$ cat src/design/uims_pkg.sv
// Shared constants and carriers for the serial port interrupt mask and status block.
package uims_pkg;

	// Register bus shape.
	localparam int ADDR_W = 12;
	localparam int DATA_W = 16;

	// Number of interrupt sources and the first reserved bit above them.
	localparam int SRC_N = 11;
	localparam int RSVD_LSB = 11;

	// Byte offsets of the four interrupt registers.
	localparam logic [11:0] OFS_ENABLE_MASK = 12'h038;
	localparam logic [11:0] OFS_UNMASKED_STATE = 12'h03C;
	localparam logic [11:0] OFS_MASKED_STATE = 12'h040;
	localparam logic [11:0] OFS_INT_CLEAR = 12'h044;

	// Bit positions of the sources, shared by all four registers.
	localparam int BIT_OVERRUN = 10;
	localparam int BIT_BREAK = 9;
	localparam int BIT_PARITY = 8;
	localparam int BIT_FRAMING = 7;
	localparam int BIT_RX_TIMEOUT = 6;
	localparam int BIT_TX_LEVEL = 5;
	localparam int BIT_RX_LEVEL = 4;
	localparam int BIT_SET_READY = 3;
	localparam int BIT_CARRIER = 2;
	localparam int BIT_CLEAR_TO_SEND = 1;
	localparam int BIT_RING = 0;

	// Values after reset.
	localparam logic [10:0] MASK_RST = 11'h000;
	localparam logic [10:0] RAW_RST = 11'h000;
	localparam logic [3:0] MODEM_IDLE_N = 4'hF;
	localparam logic [15:0] RDATA_RST = 16'h0000;

	// Default receive and transmit FIFO depth.
	localparam int FIFO_DEPTH_DEF = 32;

	// One bit per source, in register order from bit 10 down to bit 0.
	typedef struct packed {
		logic overrun;
		logic break_err;
		logic parity;
		logic framing;
		logic rx_timeout;
		logic tx_level;
		logic rx_level;
		logic set_ready;
		logic carrier;
		logic clear_to_send;
		logic ring;
	} uims_src_s;

	// Error and timeout events reported by the receive path.
	typedef struct packed {
		logic overrun;
		logic break_err;
		logic parity;
		logic framing;
		logic rx_timeout;
	} uims_err_s;

	// The four active-low modem status inputs.
	typedef struct packed {
		logic set_ready_n_in;
		logic carrier_detect_n_in;
		logic clear_to_send_n_in;
		logic ring_indicator_n_in;
	} uims_modem_s;

endpackage : uims_pkg

$ cat src/design/uims_sync.sv
`timescale 1ns/1ns
// Two-flop synchroniser for a group of asynchronous levels.
module uims_sync #(
	parameter int WIDTH = 4,
	parameter logic [WIDTH-1:0] RST_VAL = '1
) (
	input wire logic clk_i,
	input wire logic rst_n_i,
	input wire logic [WIDTH-1:0] async_i,
	output logic [WIDTH-1:0] sync_o
);

	// Each bit gets its own pair of flops; the first is read only by the second.
	for (genvar i = 0; i < WIDTH; i++)
	begin : g_bit
		logic meta_r;
		logic hold_r;

		always_ff @(posedge clk_i or negedge rst_n_i)
		begin
			if (!rst_n_i)
			begin
				meta_r <= RST_VAL[i];
				hold_r <= RST_VAL[i];
			end
			else
			begin
				meta_r <= async_i[i];
				hold_r <= meta_r;
			end
		end

		assign sync_o[i] = hold_r;
	end

endmodule : uims_sync

$ cat src/design/uims_cross.sv
`timescale 1ns/1ns
// Detects the fill level of a FIFO passing through its trigger level.
module uims_cross #(
	parameter int FILL_W = 6,
	parameter bit FALLING = 1'b0,
	parameter bit PREV_RST = 1'b0
) (
	input wire logic clk_i,
	input wire logic rst_n_i,
	input wire logic [FILL_W-1:0] fill_i,
	input wire logic [FILL_W-1:0] trigger_i,
	output logic cross_o
);

	logic reached;
	logic reached_r;

	// A falling detector wants the level at or below the trigger, a rising one at or above.
	always_comb
	begin
		if (FALLING)
			reached = (fill_i <= trigger_i);
		else
			reached = (fill_i >= trigger_i);
	end

	// Remember the last comparison so that only the passage itself is reported.
	always_ff @(posedge clk_i or negedge rst_n_i)
	begin
		if (!rst_n_i)
			reached_r <= PREV_RST;
		else
			reached_r <= reached;
	end

	// A level that sits beyond the trigger raises nothing after its first cycle.
	assign cross_o = reached & ~reached_r;

endmodule : uims_cross

$ cat src/design/uims_top.sv
// Chosen here: the register addresses and strobed register access.
`timescale 1ns/1ns
// Functional notes
// - Mask bits written directly, read back current.
// - Reset clears every mask bit.
// - Mask bits: overrun 10 down to ring 0.
// - Reserved bits 15:11 read zero, left alone.
// - Raw status read-only, writes ignored.
// - Raw status resets non-modem bits to zero.
// - Raw status uses the mask bit layout.
// - Masked status read-only, same layout.
// - Masked status non-modem bits read zero after reset.
// - Clear register write-only, one clears, zero ignored.
// - Clear bits map like the status bits.
// - Four modem inputs, each its own source.
// - FIFO interrupts fire on passing the trigger.
module uims_top #(
	parameter int FIFO_DEPTH = uims_pkg::FIFO_DEPTH_DEF,
	parameter int FILL_W = $clog2(FIFO_DEPTH + 1)
) (
	input wire logic CLOCK_I,
	input wire logic RESET_N_I,
	input wire logic [uims_pkg::ADDR_W-1:0] ADDR_I,
	input wire logic [uims_pkg::DATA_W-1:0] WDATA_I,
	input wire logic WR_I,
	input wire logic RD_I,
	output logic [uims_pkg::DATA_W-1:0] RDATA_O,
	input wire uims_pkg::uims_err_s ERR_EVENT_I,
	input wire logic [FILL_W-1:0] TX_FILL_I,
	input wire logic [FILL_W-1:0] TX_TRIGGER_I,
	input wire logic [FILL_W-1:0] RX_FILL_I,
	input wire logic [FILL_W-1:0] RX_TRIGGER_I,
	input wire uims_pkg::uims_modem_s MODEM_N_I,
	output uims_pkg::uims_src_s IRQ_O,
	output logic INTR_O
);

	// A FIFO of one entry has no level to pass through, and the fill count must fit.
	if (FIFO_DEPTH < 2)
	begin : g_bad_depth
		$error("uims_top: FIFO_DEPTH must be at least 2");
	end
	if (FILL_W < $clog2(FIFO_DEPTH + 1))
	begin : g_bad_fill
		$error("uims_top: FILL_W too narrow for FIFO_DEPTH");
	end

	// The source struct, the reserved field and the bus width must agree. Otherwise the
	// read multiplexer and the clear decode would shift bits out of place.
	if ($bits(uims_pkg::uims_src_s) != uims_pkg::SRC_N)
	begin : g_bad_src
		$error("uims_top: source struct width differs from SRC_N");
	end
	if (uims_pkg::RSVD_LSB != uims_pkg::SRC_N)
	begin : g_bad_rsvd
		$error("uims_top: reserved field must start just above the sources");
	end
	if (uims_pkg::DATA_W != uims_pkg::SRC_N + 5)
	begin : g_bad_data
		$error("uims_top: read data must be the sources plus five reserved bits");
	end

	// Register state and its next values.
	uims_pkg::uims_src_s interrupt_enable_mask_r;
	uims_pkg::uims_src_s interrupt_enable_mask_nxt;
	uims_pkg::uims_src_s unmasked_interrupt_state_r;
	uims_pkg::uims_src_s unmasked_interrupt_state_nxt;
	uims_pkg::uims_src_s masked_irq_r;
	uims_pkg::uims_src_s masked_irq_nxt;
	logic intr_r;
	logic intr_nxt;
	logic [uims_pkg::DATA_W-1:0] rdata_r;
	logic [uims_pkg::DATA_W-1:0] rdata_nxt;

	// Decoded bus accesses.
	logic wr_mask;
	logic wr_clear;
	logic rd_mask;
	logic rd_raw;
	logic rd_masked;

	// Per-source set and clear requests for this cycle.
	uims_pkg::uims_src_s src_event;
	uims_pkg::uims_src_s interrupt_clear;

	// Modem input path.
	uims_pkg::uims_modem_s modem_sync;
	uims_pkg::uims_modem_s modem_prev_r;
	uims_pkg::uims_modem_s modem_change;

	// FIFO level passage events.
	logic tx_level_event;
	logic rx_level_event;

	// The modem pins come from outside the clock domain and are synchronised first.
	// They reset to the inactive level so that an idle line raises nothing at release.
	// A pulse on a modem pin shorter than one clock period may be missed entirely.
	// These lines are slow handshakes, so that limitation is accepted.
	uims_sync #(
		.WIDTH(4),
		.RST_VAL(uims_pkg::MODEM_IDLE_N)
	) u_modem_sync (
		.clk_i(CLOCK_I),
		.rst_n_i(RESET_N_I),
		.async_i(MODEM_N_I),
		.sync_o(modem_sync)
	);

	// Previous synchronised modem levels for change detection.
	// They reset idle like the synchroniser, so the release itself never looks like an edge.
	always_ff @(posedge CLOCK_I or negedge RESET_N_I)
	begin
		if (!RESET_N_I)
			modem_prev_r <= uims_pkg::MODEM_IDLE_N;
		else
			modem_prev_r <= modem_sync;
	end

	// Any edge on a modem line is an event of its own source, in either direction.
	// A line that toggles twice before software looks still leaves one pending bit.
	assign modem_change = modem_sync ^ modem_prev_r;

	// The transmit FIFO is empty after reset, so its detector starts out already
	// below the trigger; otherwise the first cycle would raise a false interrupt.
	// A change of the trigger value while the fill stands still can also look like a passage.
	uims_cross #(
		.FILL_W(FILL_W),
		.FALLING(1'b1),
		.PREV_RST(1'b1)
	) u_tx_cross (
		.clk_i(CLOCK_I),
		.rst_n_i(RESET_N_I),
		.fill_i(TX_FILL_I),
		.trigger_i(TX_TRIGGER_I),
		.cross_o(tx_level_event)
	);

	// The receive FIFO starts empty, below any nonzero trigger, so it starts not reached.
	// With a trigger of zero the detector fires once after reset, as the empty FIFO meets it.
	uims_cross #(
		.FILL_W(FILL_W),
		.FALLING(1'b0),
		.PREV_RST(1'b0)
	) u_rx_cross (
		.clk_i(CLOCK_I),
		.rst_n_i(RESET_N_I),
		.fill_i(RX_FILL_I),
		.trigger_i(RX_TRIGGER_I),
		.cross_o(rx_level_event)
	);

	// Gather every event into the common source layout.
	// Error events are single-cycle pulses on this clock, so they need no synchroniser.
	always_comb
	begin
		src_event.overrun = ERR_EVENT_I.overrun;
		src_event.break_err = ERR_EVENT_I.break_err;
		src_event.parity = ERR_EVENT_I.parity;
		src_event.framing = ERR_EVENT_I.framing;
		src_event.rx_timeout = ERR_EVENT_I.rx_timeout;
		src_event.tx_level = tx_level_event;
		src_event.rx_level = rx_level_event;
		src_event.set_ready = modem_change.set_ready_n_in;
		src_event.carrier = modem_change.carrier_detect_n_in;
		src_event.clear_to_send = modem_change.clear_to_send_n_in;
		src_event.ring = modem_change.ring_indicator_n_in;
	end

	// Address decode. Writes to the two status registers decode to nothing at all.
	// Offsets are compared in full, so no register shows up again at an alias.
	always_comb
	begin
		wr_mask = 1'b0;
		wr_clear = 1'b0;
		rd_mask = 1'b0;
		rd_raw = 1'b0;
		rd_masked = 1'b0;
		if (ADDR_I == uims_pkg::OFS_ENABLE_MASK)
		begin
			wr_mask = WR_I;
			rd_mask = RD_I;
		end
		else if (ADDR_I == uims_pkg::OFS_UNMASKED_STATE)
		begin
			rd_raw = RD_I;
		end
		else if (ADDR_I == uims_pkg::OFS_MASKED_STATE)
		begin
			rd_masked = RD_I;
		end
		else if (ADDR_I == uims_pkg::OFS_INT_CLEAR)
		begin
			wr_clear = WR_I;
		end
	end

	// Clear requests take only the low source bits; reserved write bits are dropped.
	// Outside a clear write every request is zero, so no bit is cleared by accident.
	always_comb
	begin
		if (wr_clear)
			interrupt_clear = WDATA_I[uims_pkg::SRC_N-1:0];
		else
			interrupt_clear = uims_pkg::RAW_RST;
	end

	// The mask follows each written bit exactly, one sets and zero clears.
	// Reserved write bits are dropped, since software must leave them unchanged anyway.
	always_comb
	begin
		if (wr_mask)
			interrupt_enable_mask_nxt = WDATA_I[uims_pkg::SRC_N-1:0];
		else
			interrupt_enable_mask_nxt = interrupt_enable_mask_r;
	end

	// Mask register.
	always_ff @(posedge CLOCK_I or negedge RESET_N_I)
	begin
		if (!RESET_N_I)
			interrupt_enable_mask_r <= uims_pkg::MASK_RST;
		else
			interrupt_enable_mask_r <= interrupt_enable_mask_nxt;
	end

	// Each raw bit is sticky. An event that lands in the same cycle as its clear
	// wins, so software never loses an interrupt it had not yet seen.
	// A source whose own logic defines another clearing condition would add its term here.
	for (genvar i = 0; i < uims_pkg::SRC_N; i++)
	begin : g_raw
		assign unmasked_interrupt_state_nxt[i] = src_event[i] |
			(unmasked_interrupt_state_r[i] & ~interrupt_clear[i]);
	end

	// Raw status register. The modem bits are left free to be anything after reset,
	// but a known zero costs nothing and keeps the interrupt line quiet.
	always_ff @(posedge CLOCK_I or negedge RESET_N_I)
	begin
		if (!RESET_N_I)
			unmasked_interrupt_state_r <= uims_pkg::RAW_RST;
		else
			unmasked_interrupt_state_r <= unmasked_interrupt_state_nxt;
	end

	// Masked state is built from the next values so that the registered copy always
	// equals the AND of the raw and mask registers in the same cycle.
	assign masked_irq_nxt = unmasked_interrupt_state_nxt & interrupt_enable_mask_nxt;

	// Masked state, which also drives the per-source interrupt lines.
	always_ff @(posedge CLOCK_I or negedge RESET_N_I)
	begin
		if (!RESET_N_I)
			masked_irq_r <= uims_pkg::RAW_RST;
		else
			masked_irq_r <= masked_irq_nxt;
	end

	// The combined line is formed from the same next values, so it rises and falls in
	// the same cycle as the per-source lines and never disagrees with them.
	assign intr_nxt = |masked_irq_nxt;

	// Combined interrupt line towards the interrupt controller.
	always_ff @(posedge CLOCK_I or negedge RESET_N_I)
	begin
		if (!RESET_N_I)
			intr_r <= 1'h0;
		else
			intr_r <= intr_nxt;
	end

	// Read multiplexer. The clear register and unmapped offsets read as zero, and the
	// reserved bits of every register are zero filled.
	// Only one read select can be high, as the offsets differ; the chain fixes a priority anyway.
	always_comb
	begin
		rdata_nxt = uims_pkg::RDATA_RST;
		if (rd_mask)
			rdata_nxt = {5'h00, interrupt_enable_mask_r};
		else if (rd_raw)
			rdata_nxt = {5'h00, unmasked_interrupt_state_r};
		else if (rd_masked)
			rdata_nxt = {5'h00, masked_irq_r};
	end

	// Read data stand for exactly the cycle after the read strobe.
	// Zero outside that cycle keeps a shared read bus quiet without a separate enable.
	always_ff @(posedge CLOCK_I or negedge RESET_N_I)
	begin
		if (!RESET_N_I)
			rdata_r <= uims_pkg::RDATA_RST;
		else
			rdata_r <= rdata_nxt;
	end

	// All outputs come straight from flops.
	// No combinational path runs from the bus or the event inputs to any output.
	assign RDATA_O = rdata_r;
	assign IRQ_O = masked_irq_r;
	assign INTR_O = intr_r;

endmodule : uims_top

$ cat config.mk
export PLATFORM = sky130hd
export DESIGN_NAME = uims_top
export DESIGN_NICKNAME = d
export VERILOG_FILES = /design/src/design/uims_pkg.sv /design/src/design/uims_sync.sv /design/src/design/uims_cross.sv /design/src/design/uims_top.sv
export SDC_FILE = /design/constraint.sdc
export NUM_CORES = 1
export LEC_CHECK = 0
export BUFFER_PORTS_ARGS = -buffer_cell sky130_fd_sc_hd__buf_2
export CELL_PAD_IN_SITES_DETAIL_PLACEMENT = 0
export CELL_PAD_IN_SITES_GLOBAL_PLACEMENT = 1
export CORE_MARGIN = 10
export CORE_UTILIZATION = 38
export DETAILED_ROUTE_END_ITERATION = 16
export PLACE_DENSITY = 0.91
export SYNTH_ARGS = -nofsm -noshare
export SYNTH_HDL_FRONTEND = slang
export SYNTH_SLANG_ARGS = --single-unit
$ cat constraint.sdc
create_clock -name CLOCK_I -period 1.6 [get_ports CLOCK_I]
set_input_delay 0.32 -clock CLOCK_I [delete_from_list [all_inputs] [get_ports CLOCK_I]]
set_output_delay 0.32 -clock CLOCK_I [all_outputs]
set_load 0.02 [all_outputs]
=== Word-level counts from Yosys, hierarchy flattened ===
Cells that the tools add are included.

* Bits of input ports: 65
* Output and inout bits: 28
* Logic and storage cells: 111
* Register bits: 64

* Eq/ne operators: 4
* Magnitude comparators: 2
* Mux-type cells: 16
* Reductions and logical operators: 1
* Bitwise gates (word level): 39

{| class="wikitable"
|+ Operators by type and width
! kind !! number
|-
| two-way mux 11 bit || 3
|-
| two-way mux 16 bit || 2
|-
| equality test 12 x 6 -> 1 bit, second input constant || 2
|-
| equality test 12 x 7 -> 1 bit, second input constant || 2
|-
| AND 1 bit || 13
|-
| inverter 1 bit || 13
|-
| AND 11 bit || 1
|-
| two-way mux 1 bit || 11
|-
| bitwise OR 1 bit || 11
|-
| OR reduction 11 bit || 1
|-
| greater-or-equal comparator 6 bit || 1
|-
| <= comparator 6 bit || 1
|-
| XOR 4 bit || 1
|}

=== Depth between registers and ports, before layout ===
* Word-level depth: 11
* Depth in mapped cells: 8
* Gate-level depth less buffers: 8

=== Cells and area by module ===
A second synthesis with hierarchy kept.

* Cells, all modules: 217
* Area total of the unflattened synthesis: 2730.1 um^2

{| class="wikitable"
|+ Modules (own cells, without submodules)
! module !! cells each !! seq. area each (um^2) !! times used !! area each (um^2)
|-
| uims_top || 159 || 1231.2 || 1 || 2100.8
|-
| uims_sync || 12 || 210.2 || 1 || 240.2
|-
| uims_cross (u_tx_cross) || 23 || 26.3 || 1 || 198.9
|-
| uims_cross (u_rx_cross) || 23 || 25.0 || 1 || 190.2
|}

=== Least setup slack after synthesis ===
Ideal clock, no wire load.

* Kind: input -> register
* Start: input ADDR_I[11] in the netlist's numbering
* End: register intr_r (netlist: INTR_O)
* Required time: 1.463 ns
* Buffers on the path: 1
* Library setup time: 0.137 ns
* Setup slack: -0.353 ns
* Cell stages on the path: 7
* Data arrival time: 1.816 ns
* Cell sequence: nor4_4 -> and4b_1 -> buf_4 -> mux2i_1 -> o22ai_1 -> nor4_1 -> nand4bb_1

* Cells in the longest elaborated chain, start to end: 11
* Elaborated cells on any way between the ends: 46
* Those cells by class: eq/ne: 4; mux: 7; bitwise: 34; reduce/logical: 1

{| class="wikitable"
|+ Ends and longest elaborated chain
! item !! line !! source
|-
| start, declared || uims_top.sv:23 || <nowiki>input wire logic [uims_pkg::ADDR_W-1:0] ADDR_I,</nowiki>
|-
| equality test 12 x 7 -> 1 bit || uims_top.sv:191 || <nowiki>else if (ADDR_I == uims_pkg::OFS_INT_CLEAR)</nowiki>
|-
| two-way mux 1 bit || uims_top.sv:191 ||
|-
| two-way mux 1 bit || uims_top.sv:187 || <nowiki>else if (ADDR_I == uims_pkg::OFS_MASKED_STATE)</nowiki>
|-
| two-way mux 1 bit || uims_top.sv:183 || <nowiki>else if (ADDR_I == uims_pkg::OFS_UNMASKED_STATE)</nowiki>
|-
| two-way mux 1 bit || uims_top.sv:178 || <nowiki>if (ADDR_I == uims_pkg::OFS_ENABLE_MASK)</nowiki>
|-
| two-way mux 11 bit || uims_top.sv:201 || <nowiki>if (wr_clear)</nowiki>
|-
| inverter 1 bit || uims_top.sv:232 || <nowiki>(unmasked_interrupt_state_r[i] & ~interrupt_clear[i]);</nowiki>
|-
| AND 1 bit || uims_top.sv:232 ||
|-
| bitwise OR 1 bit || uims_top.sv:231 || <nowiki>assign unmasked_interrupt_state_nxt[i] = src_event[i] |</nowiki>
|-
| AND 11 bit (*) || uims_top.sv:247 || <nowiki>assign masked_irq_nxt = unmasked_interrupt_state_nxt & interrupt_enable_mask_nxt;</nowiki>
|-
| OR reduction 11 bit (*) || uims_top.sv:260 || <nowiki>assign intr_nxt = |masked_irq_nxt;</nowiki>
|-
| named net intr_nxt || uims_top.sv:71 || <nowiki>logic intr_nxt;</nowiki>
|-
| end signal, assigned || uims_top.sv:268 || <nowiki>intr_r <= intr_nxt;</nowiki>
|-
| end, declared || uims_top.sv:70 || <nowiki>logic intr_r;</nowiki>
|}

Mark *: on every way through the listed nets, which the timed path passes. The rest lies on a longest branch.

==> impl_metrics.toml <==
[finish]
multiInputGateArea_mm2 = 0.00111
layout_commonest_cell = "buf_2"
most-common-layout-cells = "buf_2 (78), dfrtp_1 (46), inv_1 (37)"
fin_nets = 424
area_delta_synth_final_pct = 38.4
drive_gt1_share_pct = 45.5
diodes = 0
register_area_mm2 = 0.00149
final_cells = 448
fin_util_pct = 54.4
design_area_mm2 = 0.00372
fill_cells = 610

[routing]
drt_iter0_drc = 96
wl_met2_um = 3680
dr.pass1.iters = 4
top_layer = "met4"
ant_nets = 0
vias = 2080
viasPerCell = 4.64
wl_met3_um = 409
met1Wirelength_um = 2800
detail_route.wirelength_um = 6980
wl_per_cell_um = 15.6
route.detailed.drc = 0

[synth]
avgSynthCellArea_um2 = 11.6
synth_enable_flop_cells = 0
synthArstFlopShare_pct = 100
syn_area_mm2 = 0.00269
ys_ff_latch = 59
yosysSeqAreaShare_pct = 55.5
syn_inst = 231
synth.distinct_cells = 43
synth_warnings = 0
synth_top_flop_cell = "dfrtp_1"

[cts]
clockRootBuffer = "clkbuf_8"
cts_buffers = 9
cts_tree = "yes"
htree_levels = 3
clkLatencyLatePin_ps = 330
cts_buffer_depth = 2
clk_pin_slew_ps = 60
cts.sinks = 59

[worst_setup_path]
path_delay_family = "simple AND/OR/NAND/NOR gates"
slowest_delay_ps = 310
path_class = "input port to flip-flop"
worstPathBufferInverterCount = 3
crit_fanout = 7
crit_required_ps = 1790
critical_path.cell_chain = "buf_6 > nor4_4 > buf_4 > nand4_4 > buf_6 > a221oi_4 > a21boi_2 > nor4_2 > nand4bb_1"
cp-start-kind = "input port"
cp.arrival_ps = 2050
crit_top_cell = "buf_6"
cp-end-kind = "flip-flop"
path_depth = 9
slowest_stage = "a221oi_4"
ff2ff_path_depth = 5

[floorplanning]
coreArea_mm2 = 0.00683
boundaryPins = 93
dieArea_mm2 = 0.0108
row_count = 30
start_util_pct = 39.3
dieHeight_um = 104
die_w_um = 104

[timing]
hold_viol = 0
grt_setup_unrepaired = "yes"
finalClockSkew_ps = 4.42
whs_ps = 83.6
fmax_mhz = 537
setup_viol = 2
min_period_ps = 1860
finalCritPeriodShare_pct = 116
slew_viol_final = 0
fin_tns_setup_ps = -334
fin_ws_ps = -261

[placed_design]
placed_area_mm2 = 0.00334
dp_slack_ps = -656
place_congestion = 0.850
io_buffers = 82
place_hpwl_um = 5170
dp_cells = 423

[grt]
grt_max_degree = 60
grt_pass1_vias = 2242
grt_pass1_wl_um = 10700
antenna_found_initial = 0
grtUsageTotal_pct = 12.4
grt_remaining_overflow = 0

[min_path]
hp-class = "input port to flip-flop"
whs_path_depth = 1

[run_status]
violations = "negative setup slack"
outcome = "finished with violations"

[pwr]
total_power_mw = 3.07
peakVddDrop_uv = 442
power.leakage_nw = 1.98
cellPowerDensity_mw_per_mm2 = 824

[run]
drv_cap = 0
logic make-up (layout without fill, tap and decap cells):
logic type                 Yosys count  count (layout)  synth area share, %
AOI/OAI and AO/OA                   39              39                 10.2
xor gates and xnor gates             1               1                0.326
adders and majority gates           12              12                 5.59
buffers and inverters               47             164                 7.45
DFF                                 59              59                 55.5
muxes                               22              22                 8.38
other                                1               5                0.140
and+or+nand+nor                     50              50                 12.4
Yosys cell counts (3+ instances only):
| master | instances | area share (%) |
|---|---|---|
| nand2_1 | 16 | 2.2 |
| clkbuf_1 | 3 | 0.42 |
| nor2_1 | 9 | 1.3 |
| nand2b_1 | 4 | 0.93 |
| o21ai_1 | 11 | 2.0 |
| mux2i_1 | 18 | 6.7 |
| o22ai_1 | 9 | 2.1 |
| ha_1 | 12 | 5.6 |
| and4b_1 | 3 | 1.1 |
| a21boi_1 | 3 | 0.84 |
| a221oi_2 | 3 | 1.7 |
| inv_1 | 37 | 5.2 |
| nand3_1 | 3 | 0.56 |
| dfrtp_1 | 46 | 43 |
| buf_4 | 6 | 1.7 |
| dfstp_2 | 13 | 13 |
path summary, 6_finish.rpt:
check / slack, ps / to / startpoint
setup / recovery: -260 / INTR_O / ADDR_I[10]
hold / removal: 80 / u_modem_sync.g_bit[2].meta_r / MODEM_N_I[2]
setup reg to reg: -90 / INTR_O / u_modem_sync.g_bit[0].hold_r
hold reg to reg: 350 / u_modem_sync.g_bit[0].hold_r / u_modem_sync.g_bit[0].meta_r
max in group asynchronous: 770 / u_modem_sync.g_bit[3].meta_r / RESET_N_I
min in group asynchronous: 520 / RDATA_O[4] / RESET_N_I
repair_timing:
item                                   CTS  global route
pin swaps                               10             8
hold buffers                             1             0
setup endpoints to repair                1            12
resized for setup                       14             9
endpoints found under the hold margin   46             0
setup buffers                            4             4
report_power, final:
group / total, mW / switching, mW / internal [mW]
registers: 1.55 / 0.0130 / 1.53
logic: 0.293 / 0.159 / 0.134
clock network: 1.23 / 0.542 / 0.685
sequential cells by signal, summed over array words and instances (netlist names):
name                        count
RDATA_O                        11
u_modem_sync.g_bit.hold_r       4
interrupt_enable_mask_r        11
u_tx_cross.reached_r            1
IRQ_O                          11
u_modem_sync.g_bit.meta_r       4
u_rx_cross.reached_r            1
modem_prev_r                    4
INTR_O                          1
unmasked_interrupt_state_r     11
worst register-to-register path, stage by stage (launching register included):
cell       delay, ps
dfstp_2          570
o22ai_1          120
a221oi_4         240
o22ai_1          150
nor4_2           330
nand4bb_1        150
metal layers:
layer	up-vias	track usage, %
met5	-	0
met4	0	4.67
met3	9	5.51
met2	63	21.0
met1	996	13.2
li1	1012	-
final cells by class:
type | instances | share of cell area [%]
Clock buffer | 14 | 4.64
Clock inverter | 2 | 0.269
Inverter | 37 | 3.73
Multi-Input combinational cell | 129 | 29.8
Sequential cell | 59 | 40.1
Tap cell | 96 | 3.23
Timing Repair Buffer | 111 | 18.2
(Power assumes the default switching activity.)
